==> src/hdl/lsse_pkg.sv <==
// Package with constants and types for the segment encoder and panel driver.
package lsse_pkg;
  // Segment bit positions within one pattern byte.
  localparam int SEG_D_BIT   = 7;
  localparam int SEG_C_BIT   = 6;
  localparam int SEG_G_BIT   = 5;
  localparam int SEG_B_BIT   = 4;
  localparam int SEG_LAB_BIT = 3;
  localparam int SEG_E_BIT   = 2;
  localparam int SEG_F_BIT   = 1;
  localparam int SEG_A_BIT   = 0;
  // Symbol codes.
  localparam logic [4:0] CODE_MAX   = 5'h16;
  localparam logic [7:0] PAT_BLANK  = 8'h00;
  // Panel geometry.
  localparam int NUM_BACKPLANES    = 4;
  localparam int NUM_FRONTPLANES   = 12;
  localparam int MAX_FRONTPLANES   = 26;
  localparam int NUM_DATA_REGS     = 7;
  localparam int NUM_DIGITS        = 6;
  // Reset values.
  localparam logic [7:0] DATA_RESET    = 8'h00;
  localparam logic [7:0] CLKDIV_RESET  = 8'h00;
  // Backplane phase type.
  typedef logic [1:0] lsse_phase_t;
endpackage

==> src/hdl/lsse_encoder.sv <==
// Seven-segment symbol encoder with segment data registers and panel driver.
// Operation
// - Accept a symbol code 0 to 22 and make one pattern for a digit.
// - Bits 7..0 light segments d c g b label e f a.
// - Codes 0 to 7 give the decimal digit patterns.
// - Codes 8 to 15 give eight, segments a b d e f g, C, A, L, S, r, E.
// - Codes 16 to 22 give P, d, o, b, n, blank, U.
// - Six digits plus four labels; labels lit through the label bit.
// - Each data register drives at most two frontplanes; with twelve frontplanes the seventh register drives none.
// - Four backplanes give a one-quarter duty multiplexed waveform.
// - Panel is four backplanes by twelve frontplanes.
// - Driver supports exactly four backplanes and up to fourteen frontplanes, two per data register.
// - Base clock divided from the main clock by a configured divider.
module lsse_encoder #(
  parameter int FRONTPLANES = lsse_pkg::NUM_FRONTPLANES
) (
  input  wire logic        MCLK,
  input  wire logic        RST,
  input  wire logic        WR_STROBE,
  input  wire logic [2:0]  DIGIT_SEL,
  input  wire logic [4:0]  SYMBOL_CODE,
  input  wire logic [3:0]  LABEL_SET,
  input  wire logic        CLEAR_DATA,
  input  wire logic [7:0]  DISPLAY_CLOCK_CONFIG,
  input  wire logic        DISPLAY_ENABLE_BIT,
  output logic      [7:0]  PATTERN,
  output logic             PATTERN_VALID,
  output logic      [3:0]  BACKPLANE,
  output logic      [FRONTPLANES-1:0] FRONTPLANE,
  output logic      [55:0] SEGMENT_DATA
);
  // A symbol code is looked up in a registered table, so its pattern
  // appears one edge after the code is taken.
  // The write strobe and digit select are delayed by that same edge, so
  // that the pattern lands in the digit register that it belongs to.
  // The label bit of each of the first four registers is owned by the label
  // inputs and is never touched by a digit write, so a label survives digit updates.
  // A divider counts main clock cycles up to the configured value and
  // then steps the active common, giving the quarter duty multiplex.
  // For each common, the frontplanes pick one bit from their register,
  // two frontplanes sharing one register, one per nibble.
  // Every port leaves through a flip-flop, so commons and segment lines
  // change together on the same edge and never show a mixed phase.
  // While the display is off, commons and segment lines are held dark.

  // Refuse panel widths that the frontplane mux cannot serve.
  if (FRONTPLANES < 1 ||
      FRONTPLANES > lsse_pkg::MAX_FRONTPLANES) begin : g_bad_width
    $error("FRONTPLANES outside the supported panel range");
  end

  // Two frontplanes per data register bound the usable width.
  if (FRONTPLANES > 2 * lsse_pkg::NUM_DATA_REGS) begin : g_bad_regs
    $error("FRONTPLANES exceeds two per data register");
  end

  // The phase counter and the common decode serve four commons only.
  if (lsse_pkg::NUM_BACKPLANES != 4) begin : g_bad_commons
    $error("Only four backplanes are supported");
  end

  // Digit writes must address existing data registers.
  if (lsse_pkg::NUM_DIGITS > lsse_pkg::NUM_DATA_REGS) begin : g_bad_digits
    $error("More digits than data registers");
  end

  logic [7:0]  pattern_rom;
  logic        wr_d_reg;
  logic [2:0]  sel_d_reg;
  logic [7:0]  data_reg [lsse_pkg::NUM_DATA_REGS];
  logic [lsse_pkg::NUM_DATA_REGS-1:0] digit_wr;
  logic [7:0]  div_cnt_reg;
  logic        base_tick;
  lsse_pkg::lsse_phase_t phase_reg;
  logic [3:0]  common_next;
  logic [FRONTPLANES-1:0] fp_next;

  // Lookup of the symbol code, one cycle of latency.
  lsse_code_rom lsse_code_rom_inst (
    .clk     (MCLK),
    .rst     (RST),
    .code    (SYMBOL_CODE),
    .pattern (pattern_rom)
  );

  // Delay the write and digit select to meet the registered pattern.
  always_ff @(posedge MCLK or posedge RST) begin
    if (RST) begin
      wr_d_reg  <= 1'b0;
      sel_d_reg <= 3'h0;
    end else begin
      wr_d_reg  <= WR_STROBE;
      sel_d_reg <= DIGIT_SEL;
    end
  end

  // Present the encoded pattern to the caller.
  always_ff @(posedge MCLK or posedge RST) begin
    if (RST) begin
      PATTERN <= lsse_pkg::DATA_RESET;
    end else begin
      PATTERN <= pattern_rom;
    end
  end

  // Mark the one cycle in which the pattern belongs to a write.
  always_ff @(posedge MCLK or posedge RST) begin
    if (RST) begin
      PATTERN_VALID <= 1'b0;
    end else begin
      PATTERN_VALID <= wr_d_reg;
    end
  end

  // Decode the delayed select into one write enable per data register.
  // Selects beyond the last digit write nothing, so the spare register
  // keeps whatever the last clear left in it.
  always_comb begin
    digit_wr = '0;
    for (int i = 0; i < lsse_pkg::NUM_DIGITS; i++) begin
      if (wr_d_reg && sel_d_reg == 3'(i)) begin
        digit_wr[i] = 1'b1;
      end
    end
  end

  // Segment data registers; a clear wins over a write in the same cycle,
  // and digit writes keep that register's label bit.
  always_ff @(posedge MCLK or posedge RST) begin
    if (RST) begin
      for (int i = 0; i < lsse_pkg::NUM_DATA_REGS; i++) begin
        data_reg[i] <= lsse_pkg::DATA_RESET;
      end
    end else if (CLEAR_DATA) begin
      for (int i = 0; i < lsse_pkg::NUM_DATA_REGS; i++) begin
        data_reg[i] <= lsse_pkg::DATA_RESET;
      end
    end else begin
      for (int i = 0; i < lsse_pkg::NUM_DATA_REGS; i++) begin
        if (digit_wr[i]) begin
          data_reg[i][7:4] <= pattern_rom[7:4];
          data_reg[i][2:0] <= pattern_rom[2:0];
        end
      end
      // Only the first four registers carry a label segment.
      for (int i = 0; i < 4; i++) begin
        data_reg[i][lsse_pkg::SEG_LAB_BIT] <= LABEL_SET[i];
      end
    end
  end

  // Mirror of all data registers for observation.
  always_ff @(posedge MCLK or posedge RST) begin
    if (RST) begin
      SEGMENT_DATA <= '0;
    end else begin
      for (int i = 0; i < lsse_pkg::NUM_DATA_REGS; i++) begin
        SEGMENT_DATA[i*8 +: 8] <= data_reg[i];
      end
    end
  end

  // Base clock tick divided down from the main clock.
  always_ff @(posedge MCLK or posedge RST) begin
    if (RST) begin
      div_cnt_reg <= lsse_pkg::CLKDIV_RESET;
    end else if (!DISPLAY_ENABLE_BIT || base_tick) begin
      div_cnt_reg <= lsse_pkg::CLKDIV_RESET;
    end else begin
      div_cnt_reg <= div_cnt_reg + 8'h01;
    end
  end

  assign base_tick = DISPLAY_ENABLE_BIT &&
                     (div_cnt_reg == DISPLAY_CLOCK_CONFIG);

  // Backplane phase steps through four commons on every base tick.
  always_ff @(posedge MCLK or posedge RST) begin
    if (RST) begin
      phase_reg <= 2'h0;
    end else if (!DISPLAY_ENABLE_BIT) begin
      phase_reg <= 2'h0;
    end else if (base_tick) begin
      phase_reg <= phase_reg + 2'h1;
    end
  end

  // Each register feeds up to two frontplanes: low nibble even, high nibble odd.
  always_comb begin
    fp_next = '0;
    for (int f = 0; f < FRONTPLANES; f++) begin
      fp_next[f] = data_reg[f / 2][(f % 2) * 4 + int'(phase_reg)];
    end
  end

  // One-hot common for the current phase.
  // Exactly one backplane is active at a time, a quarter of each frame.
  always_comb begin
    common_next = 4'h1 << phase_reg;
  end

  // Drive the commons, all dark while disabled.
  always_ff @(posedge MCLK or posedge RST) begin
    if (RST) begin
      BACKPLANE <= 4'h0;
    end else if (!DISPLAY_ENABLE_BIT) begin
      BACKPLANE <= 4'h0;
    end else begin
      BACKPLANE <= common_next;
    end
  end

  // Drive the segment lines in step with the commons.
  always_ff @(posedge MCLK or posedge RST) begin
    if (RST) begin
      FRONTPLANE <= '0;
    end else if (!DISPLAY_ENABLE_BIT) begin
      FRONTPLANE <= '0;
    end else begin
      FRONTPLANE <= fp_next;
    end
  end
endmodule

==> src/hdl/lsse_code_rom.sv <==
// Registered lookup from symbol code to segment pattern.
module lsse_code_rom (
  input  wire logic       clk,
  input  wire logic       rst,
  input  wire logic [4:0] code,
  output logic      [7:0] pattern
);
  logic [7:0] pat_next;

  // Translate the code; codes above the table blank the digit.
  always_comb begin
    unique case (code)
      5'h00: pat_next = 8'hd7;
      5'h01: pat_next = 8'h50;
      5'h02: pat_next = 8'hb5;
      5'h03: pat_next = 8'hf1;
      5'h04: pat_next = 8'h72;
      5'h05: pat_next = 8'he3;
      5'h06: pat_next = 8'he7;
      5'h07: pat_next = 8'h51;
      5'h08: pat_next = 8'hf7;
      5'h09: pat_next = 8'hb7;
      5'h0a: pat_next = 8'h87;
      5'h0b: pat_next = 8'h77;
      5'h0c: pat_next = 8'h86;
      5'h0d: pat_next = 8'he3;
      5'h0e: pat_next = 8'h24;
      5'h0f: pat_next = 8'ha7;
      5'h10: pat_next = 8'h37;
      5'h11: pat_next = 8'hf4;
      5'h12: pat_next = 8'he4;
      5'h13: pat_next = 8'he6;
      5'h14: pat_next = 8'h64;
      5'h15: pat_next = lsse_pkg::PAT_BLANK;
      5'h16: pat_next = 8'hd6;
      default: pat_next = lsse_pkg::PAT_BLANK;
    endcase
  end

  // The pattern leaves through a register.
  always_ff @(posedge clk or posedge rst) begin
    if (rst) begin
      pattern <= lsse_pkg::DATA_RESET;
    end else begin
      pattern <= pat_next;
    end
  end
endmodule

==> config.mk <==
export PLATFORM = sky130hd
export DESIGN_NAME = lsse_encoder
export DESIGN_NICKNAME = d
export VERILOG_FILES = /design/src/hdl/lsse_pkg.sv /design/src/hdl/lsse_encoder.sv /design/src/hdl/lsse_code_rom.sv
export SDC_FILE = /design/constraint.sdc
export NUM_CORES = 1
export LEC_CHECK = 0
export BUFFER_PORTS_ARGS = -buffer_cell sky130_fd_sc_hd__buf_2
export CAP_MARGIN = 20
export CORE_MARGIN = 2
export CORE_UTILIZATION = 50
export DETAILED_ROUTE_END_ITERATION = 16
export GPL_TIMING_DRIVEN = 0
export PLACE_DENSITY = 0.73
export SLEW_MARGIN = 20
export SYNTH_ARGS = -nofsm -noshare
export SYNTH_HDL_FRONTEND = slang
export SYNTH_SLANG_ARGS = --single-unit
==> constraint.sdc <==
create_clock -name MCLK -period 5.8 [get_ports MCLK]
set_input_delay 1.16 -clock MCLK [delete_from_list [all_inputs] [get_ports MCLK]]
set_output_delay 1.16 -clock MCLK [all_outputs]
set_load 0.01 [all_outputs]
; After elaboration in Yosys (flattened, before gate mapping)
; Memories as Yosys holds them, arrays and structs flattened. A register that Yosys moved wholly into a read port is not among the register bits.
; Cells that the tools add are included.
[classes]
addsub = 3
order_cmp = 2
n_eq_ne = 7
shift = 1
n_mux = 56
reduce_logical = 16
[ops]
columns = op, count
row1 = $mux W36, 1
row2 = $mux W4, 7
row3 = $mux W1, 24
row4 = $bmux W1 S3, 6
row5 = $mux W3, 6
row6 = $mux W7, 2
row7 = $bmux W1 S2, 6
row8 = $mux W12, 1
row9 = $reduce_bool A2 Y1, 6
row10 = $add A8 B1 Y8 const B, 1
row11 = $eq A8 B8 Y1, 1
row12 = $mux W8, 1
row13 = $logic_and A1 B1 Y1, 7
row14 = $eq A3 B2 Y1 const B, 2
row15 = $eq A3 B3 Y1 const B, 2
row16 = $add A3 B2 Y4 const A, 1
row17 = $lt A2 B4 Y1 const B, 1
row18 = $lt A4 B4 Y1 const B, 1
row19 = $mux W2, 2
row20 = $shl A1 B2 Y4 const A, 1
row21 = $eq A3 B1 Y1 const B, 1
row22 = $logic_not A3 Y1, 1
row23 = $add A2 B1 Y2 const B, 1
row24 = $ne A2 B1 Y1 const B, 1
row25 = 2 further kinds, 2
[totals]
reg_bits = 139
mem_bits_ro = 224
input_bits = 25
memories = 1
[mem_list]
columns = memory, words, word_bits, read_ports, rd_clocked_by_memory_dff, wr, line_no
row1 = (name not given), 32, 7, 1, 1, 0, lsse_code_rom.sv:12  ; unique case (code)

; Depth between registers and ports, before layout
[logic_depth]
depth_word = 5
ltp_mapped = 6
mapped_depth_nobuf = 6

; By module
; From an unflattened synthesis, not the netlist that was laid out.
[unflattened]
hier_cells = 400
area_unflattened_um2 = 5445.2
[by_module_without_submodules]
columns = mod, n_inst, cells_each, area_per_inst_um2, seq_area_each_um2
row1 = lsse_encoder, 1, 332, 4833.4, 3278.1
row2 = lsse_code_rom, 1, 68, 611.8, 175.2

; Worst setup path after synthesis
; Ideal clock, no wire load.
[synth_path]
path_kind = input port to flip-flop
from = in SYMBOL_CODE[0]
to = reg lsse_code_rom_inst.pattern[6]
setup_ps = 64
arrival_time_ps = 2197
required_time_ps = 5736
slack_ps = 3539
path_stages = 5
path_cell_list = inv_1 -> ha_1 -> or2_2 -> a311oi_1 -> a31o_2
[synth_rtl]
columns = item, line_no
row1 = from (decl), lsse_encoder.sv:21  ; input wire logic [4:0] SYMBOL_CODE,
row2 = to (decl), lsse_code_rom.sv:6  ; output logic [7:0] pattern

; Worst setup path in the final report
[layout_path]
from = reg SEGMENT_DATA[0]
to = out SEGMENT_DATA[0]
[layout_rtl]
columns = item, line_no
row1 = from (decl), lsse_encoder.sv:30  ; output logic [55:0] SEGMENT_DATA
row2 = "from (signal, indexed assignment)", lsse_encoder.sv:158  ; SEGMENT_DATA[i*8 +: 8] <= data_reg[i];
; No word-level cell between the ends.

==> reports/metrics.json <==
{
  "holdWs": {"value": 0.3708, "unit": "ns"},
  "drive_above_1_share": {"value": 0.2979},
  "timing.final.crit_period": {"value": 2.206, "unit": "ns"},
  "final_nets": {"value": 551},
  "synth_flop_cell": {"value": "dfrtp_1"},
  "layout-area-overhead-vs-synth": {"value": 24.33, "unit": "%"},
  "clk_pin_slew": {"value": 0.06, "unit": "ns"},
  "tritoncts": {"value": "done"},
  "syn-cell-area": {"value": 5354, "unit": "um^2"},
  "share_of_synthesized_flip_flops_with_an_asynchronous_set_or_reset": {"value": 1.000},
  "powerDensity": {"value": 331.0, "unit": "nW/um^2"},
  "clkSinkCount": {"value": 137},
  "antenna_found_initial": {"value": 0},
  "synth_area_per_cell": {"value": 13.69, "unit": "um^2"},
  "crit_arrival": {"value": 1.05, "unit": "ns"},
  "drt-pass1-iter-count": {"value": 4},
  "numCtsBuffers": {"value": 17},
  "critical_register_to_register_path_startpoint": {"value": "phase_reg[1]$_DFFE_PP0P_"},
  "cts-htree-levels": {"value": 4},
  "edff_count_synth": {"value": 0},
  "tightest_slew": {"value": 0.5701, "unit": "ns"},
  "hold_class": {"value": "reg -> reg"},
  "fp.dieH": {"value": 107.5, "unit": "um"},
  "regToRegEndpoint": {"value": "phase_reg[1]$_DFFE_PP0P_"},
  "dr.first_iter.drc_count": {"value": 192},
  "syn-instance-count": {"value": 391},
  "total_wirelength": {"value": 10810, "unit": "um"},
  "drc_errors": {"value": 0},
  "synth-warning-count": {"value": 0},
  "timing_worst_setup_path_type": {"value": "reg -> out"},
  "cp_cell_sequence": {"value": "buf_2"},
  "cts-root-to-sink-buffers": {"value": 2},
  "source_of_the_worst_hold_timing_path": {"value": "data_reg[51]$_DFF_PP0_"},
  "grt_pass1_vias": {"value": 3476},
  "cts_post_setup_buffers_inserted": {"value": 0},
  "cap_violations": {"value": 0},
  "gate_family_responsible_for_the_most_delay_along_the_worst_path": {"value": "flip-flops"},
  "postCtsHoldBufs": {"value": 0},
  "floorplan.io_pins": {"value": 106},
  "route.detailed.wl_per_inst": {"value": 16.30, "unit": "um"},
  "drtAntennaViolNets": {"value": 0},
  "pin_count_of_the_biggest_net_entering_global_routing": {"value": 90},
  "ys_ff_latch": {"value": 137},
  "clock_tree.root_cell": {"value": "clkbuf_8"},
  "timing.critical_path.buf_inv": {"value": 1},
  "grt_overflow_total": {"value": 0},
  "crit_path_max_fo": {"value": 1},
  "number_of_endpoints_with_negative_hold_slack_in_the_final_report": {"value": 0},
  "ir_worst_vdd": {"value": 152.0, "unit": "uV"},
  "hold-path-cell-count": {"value": 0},
  "die_width": {"value": 107.5, "unit": "um"},
  "power.static_leakage": {"value": 0.003460, "unit": "uW"},
  "category_of_the_worst_setup_path_launch_point": {"value": "flip-flop"},
  "timing.final.max_slew_violations": {"value": 0},
  "detailroute.via_count": {"value": 3347},
  "worst_skew_pair.late_latency": {"value": 0.52, "unit": "ns"},
  "status": {"value": "completed"},
  "final_clock_period_utilization_by_the_worst_path": {"value": 0.3803},
  "hold_path_sink": {"value": "SEGMENT_DATA[3]$_DFF_PP0_"},
  "rsz_0062_raised_after_global_routing": {"value": "false"},
  "worst_ep_required_time": {"value": 4.64, "unit": "ns"},
  "avgViaCountPerCell": {"value": 5.048},
  "initial_standard_cell_utilization_of_the_core": {"value": 0.5163},
  "endpoint_kind": {"value": "output port"},
  "die_area": {"value": 11550, "unit": "um^2"},
  "worst_path_largest_cell_delay": {"value": 0.39, "unit": "ns"},
  "timing.critical_path.slowest_stage_cell": {"value": "dfrtp_1"},
  "post_synth_num_cell_types": {"value": 39},
  "core": {"value": 10370, "unit": "um^2"},
  "total_power": {"value": 2203, "unit": "uW"},
  "setup_total_negative_slack": {"value": 0, "unit": "ns"},
  "port_buffers": {"value": 93},
  "antennaDiodeCount": {"value": 0},
  "setup_ws_final": {"value": 3.594, "unit": "ns"},
  "gp_congestion": {"value": 0.8531},
  "max_clock_freq": {"value": 453.4, "unit": "MHz"},
  "rr_worst_depth": {"value": 6},
  "grt_usage": {"value": 0.2077},
  "place_worst_setup_slack": {"value": 3.208, "unit": "ns"},
  "report.final.setup_viol": {"value": 0},
  "dp.final_hpwl": {"value": 7264, "unit": "um"},
  "setup_clock_skew_after_layout": {"value": 0.007411, "unit": "ns"},
  "cts.repair.resized": {"value": 0},
  "floorplan.rows": {"value": 37},
  "timing.reg2reg.setup_slack": {"value": 4.18, "unit": "ns"},
  "synth-seq-area-share": {"value": 0.6403},
  "maxSlewHeadroom": {"value": 0.6174},
  "grt_first_pass_wirelength": {"value": 17680, "unit": "um"}
}
-- routing by layer --
metal	wire (um)	track usage	vias to the layer above
met5	0	0	-
met4	243	0.08608	0
met3	556	0.06598	22
met2	5264	0.3243	103
met1	4744	0.2704	1669
li1	-	-	1553
-- power breakdown --
part           internal [uW]  switching [uW]
registers                986            29.9
logic                   53.5            74.6
clock network            674             385
-- stage by stage --
stage	std cells	utilization	cell area, um^2
after global placement	630	0.5812	6027
after floorplan	401	-	5391
after CTS	663	0.6419	6656
final	663	0.6419	6656
after detailed placement	631	0.5846	6062
after global routing	663	0.6419	6656
-- cell type report --
| class | count | area, um^2 |
|---|---|---|
| repair buffers | 94 | 493.0 |
| plain buffers | 31 | 195.2 |
| inverters | 8 | 37.54 |
| fillers | 780 | 3714 |
| flip-flops and latches | 137 | 3428 |
| multi-input cells | 225 | 1738 |
| clock inverters | 12 | 148.9 |
| well taps | 136 | 170.2 |
| clock buffers | 20 | 445.4 |
-- Yosys cell counts (7+ instances only) --
master	n	area (um^2)
and2_1	16	100.1
buf_4	14	105.1
clkbuf_1	7	26.28
dfrtp_1	137	3428
ha_1	12	150.1
inv_1	8	30.03
mux2i_1	47	470.5
nand2_1	10	37.54
nand3_1	7	35.03
nor2_1	54	202.7
xnor2_1	10	87.58
-- worst max path at each step --
stage | startpoint | end | slack, ns | cells past startpoint
after floorplan | RST | BACKPLANE[0]$_DFF_PP0_ | 0.97 | 1
after global placement | RST | SEGMENT_DATA[30]$_DFF_PP0_ | -0.19 | 2
after detailed placement | SYMBOL_CODE[0] | lsse_code_rom_inst.pattern[7]$_DFF_PP0_ | 3.21 | 6
after CTS | SEGMENT_DATA[0]$_DFF_PP0_ | SEGMENT_DATA[0] | 3.56 | 1
after global routing | SEGMENT_DATA[23]$_DFF_PP0_ | SEGMENT_DATA[23] | 3.55 | 1
final | SEGMENT_DATA[0]$_DFF_PP0_ | SEGMENT_DATA[0] | 3.59 | 1
-- cells by family after synthesis --
kind of cell,share of synthesized area
adders and majority gates,0.02804
xor gates and xnor gates,0.02290
buffers and inverters,0.04207
DFF,0.6403
other,0.0007004
muxes,0.1426
and+or+nand+nor,0.09815
AOI/OAI and AO/OA,0.02524
-- placed cells by master, fill, tap and decap left out, drive strengths merged, types with 3 or more instances in the layout --
cell / netlist / final
a21oi: 6 / 6
and2: 16 / 16
buf: 24 / 118
bufinv: 0 / 3
clkbuf: 7 / 27
clkinv: 0 / 5
clkinvlp: 0 / 4
conb: 1 / 11
dfrtp: 137 / 137
ha: 12 / 12
inv: 8 / 8
mux2i: 47 / 47
mux4: 12 / 12
nand2: 10 / 10
nand3: 7 / 7
nor2: 54 / 54
nor2b: 5 / 5
o21ai: 7 / 7
xnor2: 10 / 10
xor2: 4 / 4
Note: power is estimated with default switching activity, not from simulation.
